**src/inc/poc_pkg.sv**
```systemverilog
// Purpose: constants for the phy option configuration register
// Assumes: register reached through the vendor register map port, 16-bit data
// Notes: one register, fields listed by bit position
package poc_pkg;
   // ==========================================================
   // register map
   localparam logic [15:0] POC_ADDR = 16'h8001; // vendor_memory_map_four offset
   localparam int POC_WIDTH = 16;
   // ==========================================================
   // field positions
   localparam int POC_BIT_RSVD = 15;
   localparam int POC_BIT_NHC = 7;
   localparam int POC_BIT_UNJAB = 6;
   localparam int POC_BIT_SCR_BYP = 2;
   localparam int POC_BIT_COL_UNMASK = 1;
   localparam int POC_BIT_RX_DLY = 0;
   // writable bits and reset value
   localparam logic [15:0] POC_WR_MASK = 16'h80C7;
   localparam logic [15:0] POC_RESET = 16'h0003;
   // ==========================================================
   // receive delay in mii clock cycles
   localparam int POC_RX_DLY_CYC = 14;
endpackage : poc_pkg

```
**src/poc_phy_option_config.sv**
```systemverilog
// Purpose: phy option configuration register and the datapath hooks it steers
// Assumes: i_clk is the mii clock; register port and line data are synchronous to it
// Notes: encoders, scrambler, jabber timer and energy detector live outside
//
// Contract
// - noise hardened carrier mode bit, reset zero
// - in hardened mode carrier needs energy and valid manchester, else energy alone
// - unjab bit enables automatic jabber recovery
// - bypass bit sends transmit nibbles unscrambled
// - bypass bit skips receive descrambling
// - unmask bit keeps collision detect, reset one
// - delay bit adds fourteen cycle receive delay
// - register is sixteen bits wide
module poc_phy_option_config
   import poc_pkg::*;
#(
   parameter int DLY = POC_RX_DLY_CYC
)
(
   // clock and reset
   input wire logic i_clk,
   input wire logic i_rst,
   // register port
   input wire logic i_reg_wr,
   input wire logic i_reg_rd,
   input wire logic [15:0] i_reg_addr,
   input wire logic [15:0] i_reg_wdata,
   output logic [15:0] o_reg_rdata,
   output logic o_reg_hit,
   // carrier qualification
   input wire logic i_energy_det,
   input wire logic i_manchester_ok,
   output logic o_carrier,
   // jabber recovery
   input wire logic i_jabber_active,
   input wire logic i_unjab_expired,
   output logic o_jabber_recover,
   // transmit nibbles
   input wire logic [3:0] i_tx_plain,
   input wire logic [3:0] i_tx_scrambled,
   output logic [3:0] o_tx_nibble,
   // receive nibbles
   input wire logic [3:0] i_rx_raw,
   input wire logic [3:0] i_rx_descrambled,
   input wire logic i_rx_valid,
   output logic [3:0] o_rx_data,
   output logic o_rx_valid,
   // collision
   input wire logic i_col_phys,
   output logic o_col,
   // mode flags
   output logic o_noise_hardened_carrier_mode,
   output logic o_scr_bypass
);
   // ==========================================================
   // configuration register
   logic [15:0] cfg_q, cfg_d;
   logic [15:0] rdata_q, rdata_d;
   logic hit;

   assign hit = (i_reg_addr == POC_ADDR);
   assign o_reg_hit = hit;

   // next register value: only writable bits take the write
   always_comb
   begin
      cfg_d = cfg_q;
      rdata_d = rdata_q;
      if (i_reg_wr && hit)
      begin
         cfg_d = i_reg_wdata & POC_WR_MASK;
      end
      if (i_reg_rd)
      begin
         // unmapped addresses read zero
         rdata_d = hit ? (cfg_q & POC_WR_MASK) : 16'h0000;
      end
   end

   // register stage
   always_ff @(posedge i_clk or posedge i_rst)
   begin
      if (i_rst)
      begin
         cfg_q <= POC_RESET;
         rdata_q <= 16'h0000;
      end
      else
      begin
         cfg_q <= cfg_d;
         rdata_q <= rdata_d;
      end
   end
   assign o_reg_rdata = rdata_q;

   // field decode
   logic nhc, unjab, byp, unmask, rxdly;
   assign nhc = cfg_q[POC_BIT_NHC];
   assign unjab = cfg_q[POC_BIT_UNJAB];
   assign byp = cfg_q[POC_BIT_SCR_BYP];
   assign unmask = cfg_q[POC_BIT_COL_UNMASK];
   assign rxdly = cfg_q[POC_BIT_RX_DLY];
   assign o_noise_hardened_carrier_mode = nhc;
   assign o_scr_bypass = byp;

   // ==========================================================
   // datapath flops: carrier, recovery, collision, tx nibble
   logic car_q, car_d, rec_q, rec_d, col_q, col_d;
   logic [3:0] tx_q, tx_d;

   // qualification and selection
   always_comb
   begin
      // noise alone must not look like carrier in hardened mode
      car_d = nhc ? (i_energy_det && i_manchester_ok) : i_energy_det;
      rec_d = unjab && i_unjab_expired && !i_jabber_active;
      col_d = i_col_phys && (!nhc || unmask);
      tx_d = byp ? i_tx_plain : i_tx_scrambled;
   end

   always_ff @(posedge i_clk or posedge i_rst)
   begin
      if (i_rst)
      begin
         car_q <= 1'b0;
         rec_q <= 1'b0;
         col_q <= 1'b0;
         tx_q <= 4'h0;
      end
      else
      begin
         car_q <= car_d;
         rec_q <= rec_d;
         col_q <= col_d;
         tx_q <= tx_d;
      end
   end
   assign o_carrier = car_q;
   assign o_jabber_recover = rec_q;
   assign o_col = col_q;
   assign o_tx_nibble = tx_q;

   // ==========================================================
   // receive path: select, then optional fixed delay line
   // a shift line costs a few flops but keeps latency exact
   logic [4:0] sel;
   logic [4:0] dl_q [DLY];
   logic [4:0] dl_d [DLY];
   logic [4:0] out_q, out_d;

   assign sel = {i_rx_valid, byp ? i_rx_raw : i_rx_descrambled};

   // shift line next values and output mux
   always_comb
   begin
      dl_d[0] = sel;
      for (int k = 1; k < DLY; k++)
      begin
         dl_d[k] = dl_q[k-1];
      end
      // delay line tap when enabled, else direct
      out_d = rxdly ? dl_q[DLY-1] : sel;
   end

   genvar g;
   generate
      for (g = 0; g < DLY; g++)
      begin : g_dly
         always_ff @(posedge i_clk or posedge i_rst)
         begin
            if (i_rst)
            begin
               dl_q[g] <= 5'h00;
            end
            else
            begin
               dl_q[g] <= dl_d[g];
            end
         end
      end
   endgenerate

   always_ff @(posedge i_clk or posedge i_rst)
   begin
      if (i_rst)
      begin
         out_q <= 5'h00;
      end
      else
      begin
         out_q <= out_d;
      end
   end
   assign o_rx_data = out_q[3:0];
   assign o_rx_valid = out_q[4];

   // ==========================================================
   // checks
   a_cfg_reset_val: assert property (@(posedge i_clk) $fell(i_rst) |-> cfg_q == POC_RESET)
      else $error("config reset value wrong");
   a_unused_zero: assert property (@(posedge i_clk) disable iff (i_rst)
      (cfg_q & ~POC_WR_MASK) == 16'h0000)
      else $error("unused config bits set");
   a_write_takes: assert property (@(posedge i_clk) disable iff (i_rst)
      (i_reg_wr && hit) |=> cfg_q == ($past(i_reg_wdata) & POC_WR_MASK))
      else $error("config write lost");
   a_carrier_qual: assert property (@(posedge i_clk) disable iff (i_rst)
      (nhc && !i_manchester_ok) |=> !o_carrier)
      else $error("carrier taken without manchester");
   a_jab_recover: assert property (@(posedge i_clk) disable iff (i_rst)
      o_jabber_recover |-> $past(unjab) && !$past(i_jabber_active))
      else $error("jabber recovery while disabled");
   a_tx_bypass: assert property (@(posedge i_clk) disable iff (i_rst)
      byp |=> o_tx_nibble == $past(i_tx_plain))
      else $error("tx nibble scrambled in bypass");
   a_rx_bypass: assert property (@(posedge i_clk) disable iff (i_rst)
      (byp && !rxdly) |=> o_rx_data == $past(i_rx_raw))
      else $error("rx data descrambled in bypass");
   a_col_mask: assert property (@(posedge i_clk) disable iff (i_rst)
      (nhc && !unmask) |=> !o_col)
      else $error("collision not masked");
   a_rx_delay: assert property (@(posedge i_clk) disable iff (i_rst)
      (rxdly && !i_reg_wr) [*8] ##1 rxdly[*7] |=> o_rx_valid == $past(i_rx_valid, 15)
      && o_rx_data == ($past(byp, 15) ? $past(i_rx_raw, 15)
      : $past(i_rx_descrambled, 15)))
      else $error("rx delay not fourteen cycles");
endmodule : poc_phy_option_config

```
**config.mk**
```make
export PLATFORM = sky130hd
export DESIGN_NAME = poc_phy_option_config
export DESIGN_NICKNAME = d
export VERILOG_FILES = /design/src/inc/poc_pkg.sv /design/src/poc_phy_option_config.sv
export SDC_FILE = /design/constraint.sdc
export NUM_CORES = 1
export LEC_CHECK = 0
export BUFFER_PORTS_ARGS = -buffer_cell sky130_fd_sc_hd__buf_2
export CORE_ASPECT_RATIO = 0.9
export CORE_MARGIN = 5
export CORE_UTILIZATION = 53
export DETAILED_ROUTE_END_ITERATION = 10
export GPL_TIMING_DRIVEN = 0
export PLACE_DENSITY = 0.91
export SLEW_MARGIN = 20
export SYNTH_ARGS = -nofsm -noshare
export SYNTH_HDL_FRONTEND = slang
export SYNTH_SLANG_ARGS = --single-unit
```
**constraint.sdc**
```tcl
create_clock -name i_clk -period 8.3 [get_ports i_clk]
set_input_delay 2.49 -clock i_clk [delete_from_list [all_inputs] [get_ports i_clk]]
set_output_delay 2.49 -clock i_clk [all_outputs]
set_load 0.005 [all_outputs]
```
Word-level counts from Yosys, hierarchy flattened. Index checks and enable logic that the tools add are counted.

Logic and storage cells: 35. Flip-flop bits (word level): 104. Input bits: 58. Output and inout bits: 31.

Equality and inequality tests: 1. Mux-type cells: 5. Reduce and logical (&&, ||, !) cells: 8.

Operators with widths (number): == test 16 bit (second input constant) (1); 2-to-1 mux 16 bit (1); 2-to-1 mux 4 bit (2); logical AND 1 bit (5); 2-to-1 mux 5 bit (1); logical NOT 1 bit (2); logical OR 1 bit (1); 2-to-1 mux 1 bit (1).

Longest topological paths before layout. Gate-level depths: netlist (run 1).

Depth after elaboration: 3. Depth in mapped cells: 5. Gate-level depth less buffers: 4.

Worst setup path after synthesis (run 1). Ideal clock, no wire load.

Path type: input to output. From: input i_reg_addr[9]. To: output o_reg_hit. Stages on the path: 3. Path slack: 2719 ps. Data arrival time: 3091 ps. Path buffers: 1. Cell sequence: nor4b_1 > and4_1 > buf_6.

Cells in the longest elaborated chain, start to end: 1.

RTL lines: start: declaration (RTL line poc_phy_option_config.sv:26) `input wire logic [15:0] i_reg_addr,`; == test 16 bit (RTL line poc_phy_option_config.sv:61) `assign hit = (i_reg_addr == POC_ADDR);`; end: declaration (RTL line poc_phy_option_config.sv:29) `output logic o_reg_hit,`.

No other way between the ends.

Worst setup path in the final report (run 1). Same ends and word-level chain as after synthesis.

==> results of run 1 <==
[metrics by stage]
step | instance area [sq um] | utilization, %
floorplan | 2900 | -
global placement | 3330 | 63.3
detailed placement | 3360 | 63.9
CTS | 3560 | 67.7
global route | 3560 | 67.7
finish | 3560 | 67.7
[registers in the layout, summed over array words and instances, names as in the netlist]
| signal | cells |
|---|---|
| cfg_q | 6 |
| dl_d | 65 |
| dl_q | 5 |
| o_carrier | 1 |
| o_col | 1 |
| o_jabber_recover | 1 |
| o_reg_rdata | 6 |
| o_tx_nibble | 4 |
| out_q | 5 |
[worst max-delay path, cell delays in order]
cell     delay [ps]
buf_2            90
nor4b_1         280
and4_1          260
buf_6           160
buf_2           120
[synthesized netlist by cell type]
| cell type | n | area, sq um |
|---|---|---|
| dfrtp_1 | 92 | 2300 |
| mux2_2 | 13 | 146 |
| buf_4 | 10 | 75.1 |
| inv_1 | 9 | 33.8 |
| mux2_4 | 6 | 90.1 |
| nand3_1 | 6 | 30.0 |
| o21ai_0 | 6 | 30.0 |
| a21boi_0 | 2 | 15.0 |
| clkbuf_1 | 2 | 7.51 |
| dfstp_2 | 2 | 52.6 |
| nor4_1 | 2 | 12.5 |
| nor4b_1 | 2 | 17.5 |
| and4_1 | 1 | 8.76 |
| buf_2 | 1 | 5.00 |
| buf_6 | 1 | 11.3 |
| conb_1 | 1 | 3.75 |
| nand2_1 | 1 | 3.75 |
| nand2_8 | 1 | 20.0 |
| nor2_1 | 1 | 3.75 |
[per-layer routing]
metal	wire length [microns]	up-vias	part of all wire, %
met5	0	-	0
met4	38	0	0.78
met3	360	5	7.4
met2	2530	44	52
met1	1960	736	40
li1	-	669	-
[final timing paths]
kind,end,slack [ps],startpoint,depth (start not counted)
setup / recovery,o_reg_hit,2400,i_reg_addr[9],5
hold / removal,dl_q[3],350,dl_d[3],0
setup reg to reg,out_q[3],6880,cfg_q[2],3
hold reg to reg,dl_q[3],350,dl_d[3],0
max in group asynchronous,dl_q[1],5540,i_rst,3
min in group asynchronous,o_jabber_recover,2160,i_rst,2
[report_power, final]
part           internal, mW  switching [mW]  total, mW
combinational        0.0171          0.0174     0.0344
clock                 0.166           0.141      0.307
sequential            0.477         0.00566      0.483
[logic make-up (layout without fill, tap and decap cells)]
logic type             Yosys count  after routing  share of synthesized area (%)
AOI/OAI and AO/OA                8              8                           1.57
buffers and inverters           23            106                           4.62
DFF                             94             94                           82.1
muxes                           19             19                           8.24
other                            1             10                          0.131
and+or+nand+nor                 14             14                           3.36
[area by class of cell]
class                      instances  area [sq um]
tap                               67          83.8
sequential                        94          2350
inverter                           9          36.3
clock inverter                     4          73.8
multi-input combinational         51           415
buffer                            14          98.8
fill                             362          1700
timing repair buffer              69           368
clock buffer                      10           128
==> flow_summary.json, run 1 <==
{
  "met1_usage_pct": 19.8,
  "portBuffers": 68,
  "ant_nets": 0,
  "setup_ws_ps": 2400,
  "clk_pin_slew_worst_paths_ps": 80,
  "grt_busiest_layer": "met2",
  "crit_type": "in -> out",
  "power.density_nw_per_um2": 232,
  "drc": 0,
  "ir_worst_vdd_uv": 163,
  "grt.total_usage_pct": 15.5,
  "cts.sinks": 94,
  "ys_seq_elements": 94,
  "drt_wl_total_microns": 4890,
  "setup_viol": 0,
  "outcome": "completed",
  "ios": 89,
  "num_antenna_cells": 0,
  "first_pass_iters": 4,
  "setup_tns_ps": 0,
  "grt_pass1_vias": 1533,
  "drtIter0Drc": 69,
  "fp-row-count": 25,
  "power_uw": 825,
  "cp-start-kind": "input port",
  "postCtsSetupBuffers": 0,
  "drive_above_1_share_pct": 46.6,
  "grt_util_met3_pct": 7.53,
  "die_w_microns": 87.6,
  "worst_ep_arrival_time_ps": 3410,
  "wl_per_cell_microns": 15.4,
  "htree_levels": 3,
  "worstHoldPathType": "reg -> reg",
  "fp.dieH_microns": 79.8,
  "synthCells": 159,
  "max_cap_viol_count": 0,
  "routabilityCongestion": 0.665,
  "critPathMaxFanout": 8,
  "netlist_area_sq_um": 2870,
  "yosysUniqueCellTypes": 19,
  "rsz0062_at_grt": "no",
  "dp_cells": 304,
  "start_util_pct": 54.6,
  "hpwlAfterDp_microns": 3330,
  "clkLatencyLatePin_ps": 350,
  "cts_root_buffer": "clkbuf_8",
  "yosys_warnings": 0,
  "vias_per_cell": 4.57,
  "final_cell_mix": "dfrtp_1, buf_2, mux2_2, buf_4, conb_1",
  "use_met2_pct": 23.6,
  "dieArea_sq_um": 6990,
  "cts_buffers": 9,
  "clock.fmax_mhz": 170,
  "endpoint_kind": "primary output",
  "avgSynthCellArea_sq_um": 18.0,
  "area_delta_synth_final_pct": 24.0,
  "post-route-period-util_pct": 71.0,
  "ys_seq_area_share_pct": 82.1,
  "antenna_found_initial": 0,
  "layout_commonest_cell": "dfrtp_1",
  "grt_pass1_wl_microns": 7780,
  "cts-hold-fix-buffers": 0,
  "cts_tree": "built",
  "slew_violations": 0,
  "core_area_sq_um": 5260,
  "p_leak_nw": 1.76,
  "dp_slack_ps": 2410,
  "layout_min_cycle_time_ps": 5900,
  "layout.cells.non_filler": 318,
  "critPathRequiredTime_ps": 5810,
  "globalRouteOverflowTotal": 0,
  "clockBufferDepth": 2,
  "hold_viol": 0,
  "vias": 1454,
  "clock_skew_ps": 8.68,
  "nNetsFinal": 306,
  "cts_resized": 0,
  "whs_ps": 345,
  "grt_max_degree": 61
}
Note: power is estimated with default switching activity, not from simulation.
==> run 2, diff against run 1 <==
CORE_UTILIZATION = 49   (was 53)
PLACE_DENSITY = 0.86   (was 0.91)
clock period = 5.6 ns   (was 8.3 ns; I/O delays follow)
==> run 2 against run 1 <==
  * Wire length down 5.8%
  * Via count shrank 2.3%
  * Sequential power up 48%
  * Critical path type unchanged
  * Setup slack worse by 1100 ps
  * Count of clock-buffer cells in the layout down 1
  * Clock skew increased by 4.2 ps
  * First-iteration DRC count fell by 67%
  * Cell count grew 1.6%
  * Highest routed layer unchanged
  * Combinational power increased by 48%
  * Register-to-register slack worse by 2700 ps
==> flow_summary.json, run 2 (same netlist as run 1, synthesis figures left out) <==
{
  "outcome": "completed",
  "area_delta_synth_final_pct": 24.5,
  "first_pass_iters": 3,
  "hold_path_startpoint": "dl_d[44]",
  "die_w_microns": 90.7,
  "clkLatencyLatePin_ps": 350,
  "r2r_slack_ps": 4220,
  "clkPwrFrac_pct": 37.1,
  "endpoint_kind": "primary output",
  "routabilityCongestion": 0.674,
  "max_cap_viol_count": 0,
  "hpwlAfterDp_microns": 3220,
  "final_cell_area_sq_um": 3570,
  "drtIter0Drc": 23,
  "seq_power_share_pct": 58.7,
  "grt_pass1_wl_microns": 7530,
  "setup_tns_ps": 0,
  "grt_max_degree": 61,
  "postCtsSetupBuffers": 0,
  "dieArea_sq_um": 7490,
  "cts_buffers": 9,
  "cts_root_buffer": "clkbuf_8",
  "wl_per_cell_microns": 14.3,
  "rsz0062_at_grt": "no",
  "fp.dieH_microns": 82.6,
  "crit_type": "in -> out",
  "slew_violations": 0,
  "ios": 89,
  "vias": 1421,
  "cts.sinks": 94,
  "dp_slack_ps": 1330,
  "layout_commonest_cell": "dfrtp_1",
  "whs_ps": 354,
  "drc": 0,
  "combPwrFrac_pct": 4.2,
  "ir_worst_vdd_uv": 260,
  "min_to": "dl_d[39]",
  "post-route-period-util_pct": 76.1,
  "layout_min_cycle_time_ps": 4260,
  "grt.total_usage_pct": 13.5,
  "clock.fmax_mhz": 235,
  "cts_resized": 0,
  "portBuffers": 68,
  "start_util_pct": 50.4,
  "antenna_found_initial": 0,
  "clk_pin_slew_worst_paths_ps": 90,
  "clockBufferDepth": 2,
  "p_leak_nw": 1.77,
  "worstHoldPathType": "reg -> reg",
  "placed_cell_area_sq_um": 3360,
  "swShare_pct": 22.1,
  "globalRouteOverflowTotal": 0,
  "reg2reg_depth": 3,
  "cp-start-kind": "input port",
  "setup_ws_ps": 1340,
  "final_cell_mix": "dfrtp_1, buf_2, mux2_2, buf_4, conb_1",
  "switchingPower_uw": 269,
  "fp-row-count": 26,
  "hold_viol": 0,
  "critPathMaxFanout": 8,
  "p_int_uw": 950,
  "drt_wl_total_microns": 4610,
  "cts_tree": "built",
  "cts-hold-fix-buffers": 0,
  "power_mw": 1.22,
  "htree_levels": 3,
  "nNetsFinal": 306,
  "num_antenna_cells": 0,
  "grt_pass1_vias": 1554,
  "setup_viol": 0,
  "core_area_sq_um": 5690,
  "power.density_nw_per_um2": 341,
  "largest_register_ffs": 65,
  "drive_above_1_share_pct": 47.4,
  "r2r_start": "cfg_q[2]",
  "clock_skew_ps": 12.9,
  "r2r-end": "out_q[0]",
  "ant_nets": 0,
  "hold_depth": 0,
  "worst_ep_arrival_time_ps": 2580,
  "critPathRequiredTime_ps": 3920,
  "vias_per_cell": 4.40
}
## run 2: worst max path at each step
stage               slack [ps]        end     startpoint  cells after the start
finish                    1340  o_reg_hit  i_reg_addr[9]                      5
detailed placement        1330  o_reg_hit  i_reg_addr[9]                      5
global placement           750   dl_d[60]          i_rst                      2
floorplan                 1470  cfg_q[15]          i_rst                      1
global route              1310  o_reg_hit  i_reg_addr[9]                      5
CTS                       1330  o_reg_hit  i_reg_addr[9]                      5
## run 2: metrics by stage
step,std cells,util (%)
6_report,323,62.7
5_1_grt,323,62.7
4_1_cts,323,62.7
3_5_place_dp,307,59.0
3_3_place_gp,306,58.5
2_1_floorplan,168,-
## run 2: critical path, stage by stage
cell and delay, ps:
buf_2 100, nor4b_1 280, and4_1 240, buf_6 150
buf_2 120
## run 2: layout make-up
type / count / area, sq um
Fill cell: 443 / 2120
Sequential cell: 94 / 2350
Inverter: 9 / 36.3
Clock inverter: 7 / 87.6
Tap cell: 70 / 87.6
Timing Repair Buffer: 69 / 368
Clock buffer: 9 / 124
Multi-Input combinational cell: 51 / 415
Buffer: 14 / 98.8
## run 2: power by group through the flow
stage / clock, mW / combinational [mW] / sequential (mW)
finish: 0.453 / 0.0508 / 0.716
floorplan: 0 / 0.0231 / 0.727
global route: 0.507 / 0.0583 / 0.719
CTS: 0.474 / 0.0520 / 0.717
detailed placement: 0 / 0.0518 / 0.729
global placement: 0 / 0.0470 / 0.729
## run 2: routing by layer
metal	wire length [microns]	global-route usage (%)	share of wire, %	vias to the layer above
li1	-	-	-	673
met1	1940	17.6	42	702
met4	42	4.46	0.91	0
met2	2310	20.1	50	38
met5	0	0	0	-
met3	313	6.34	6.8	8
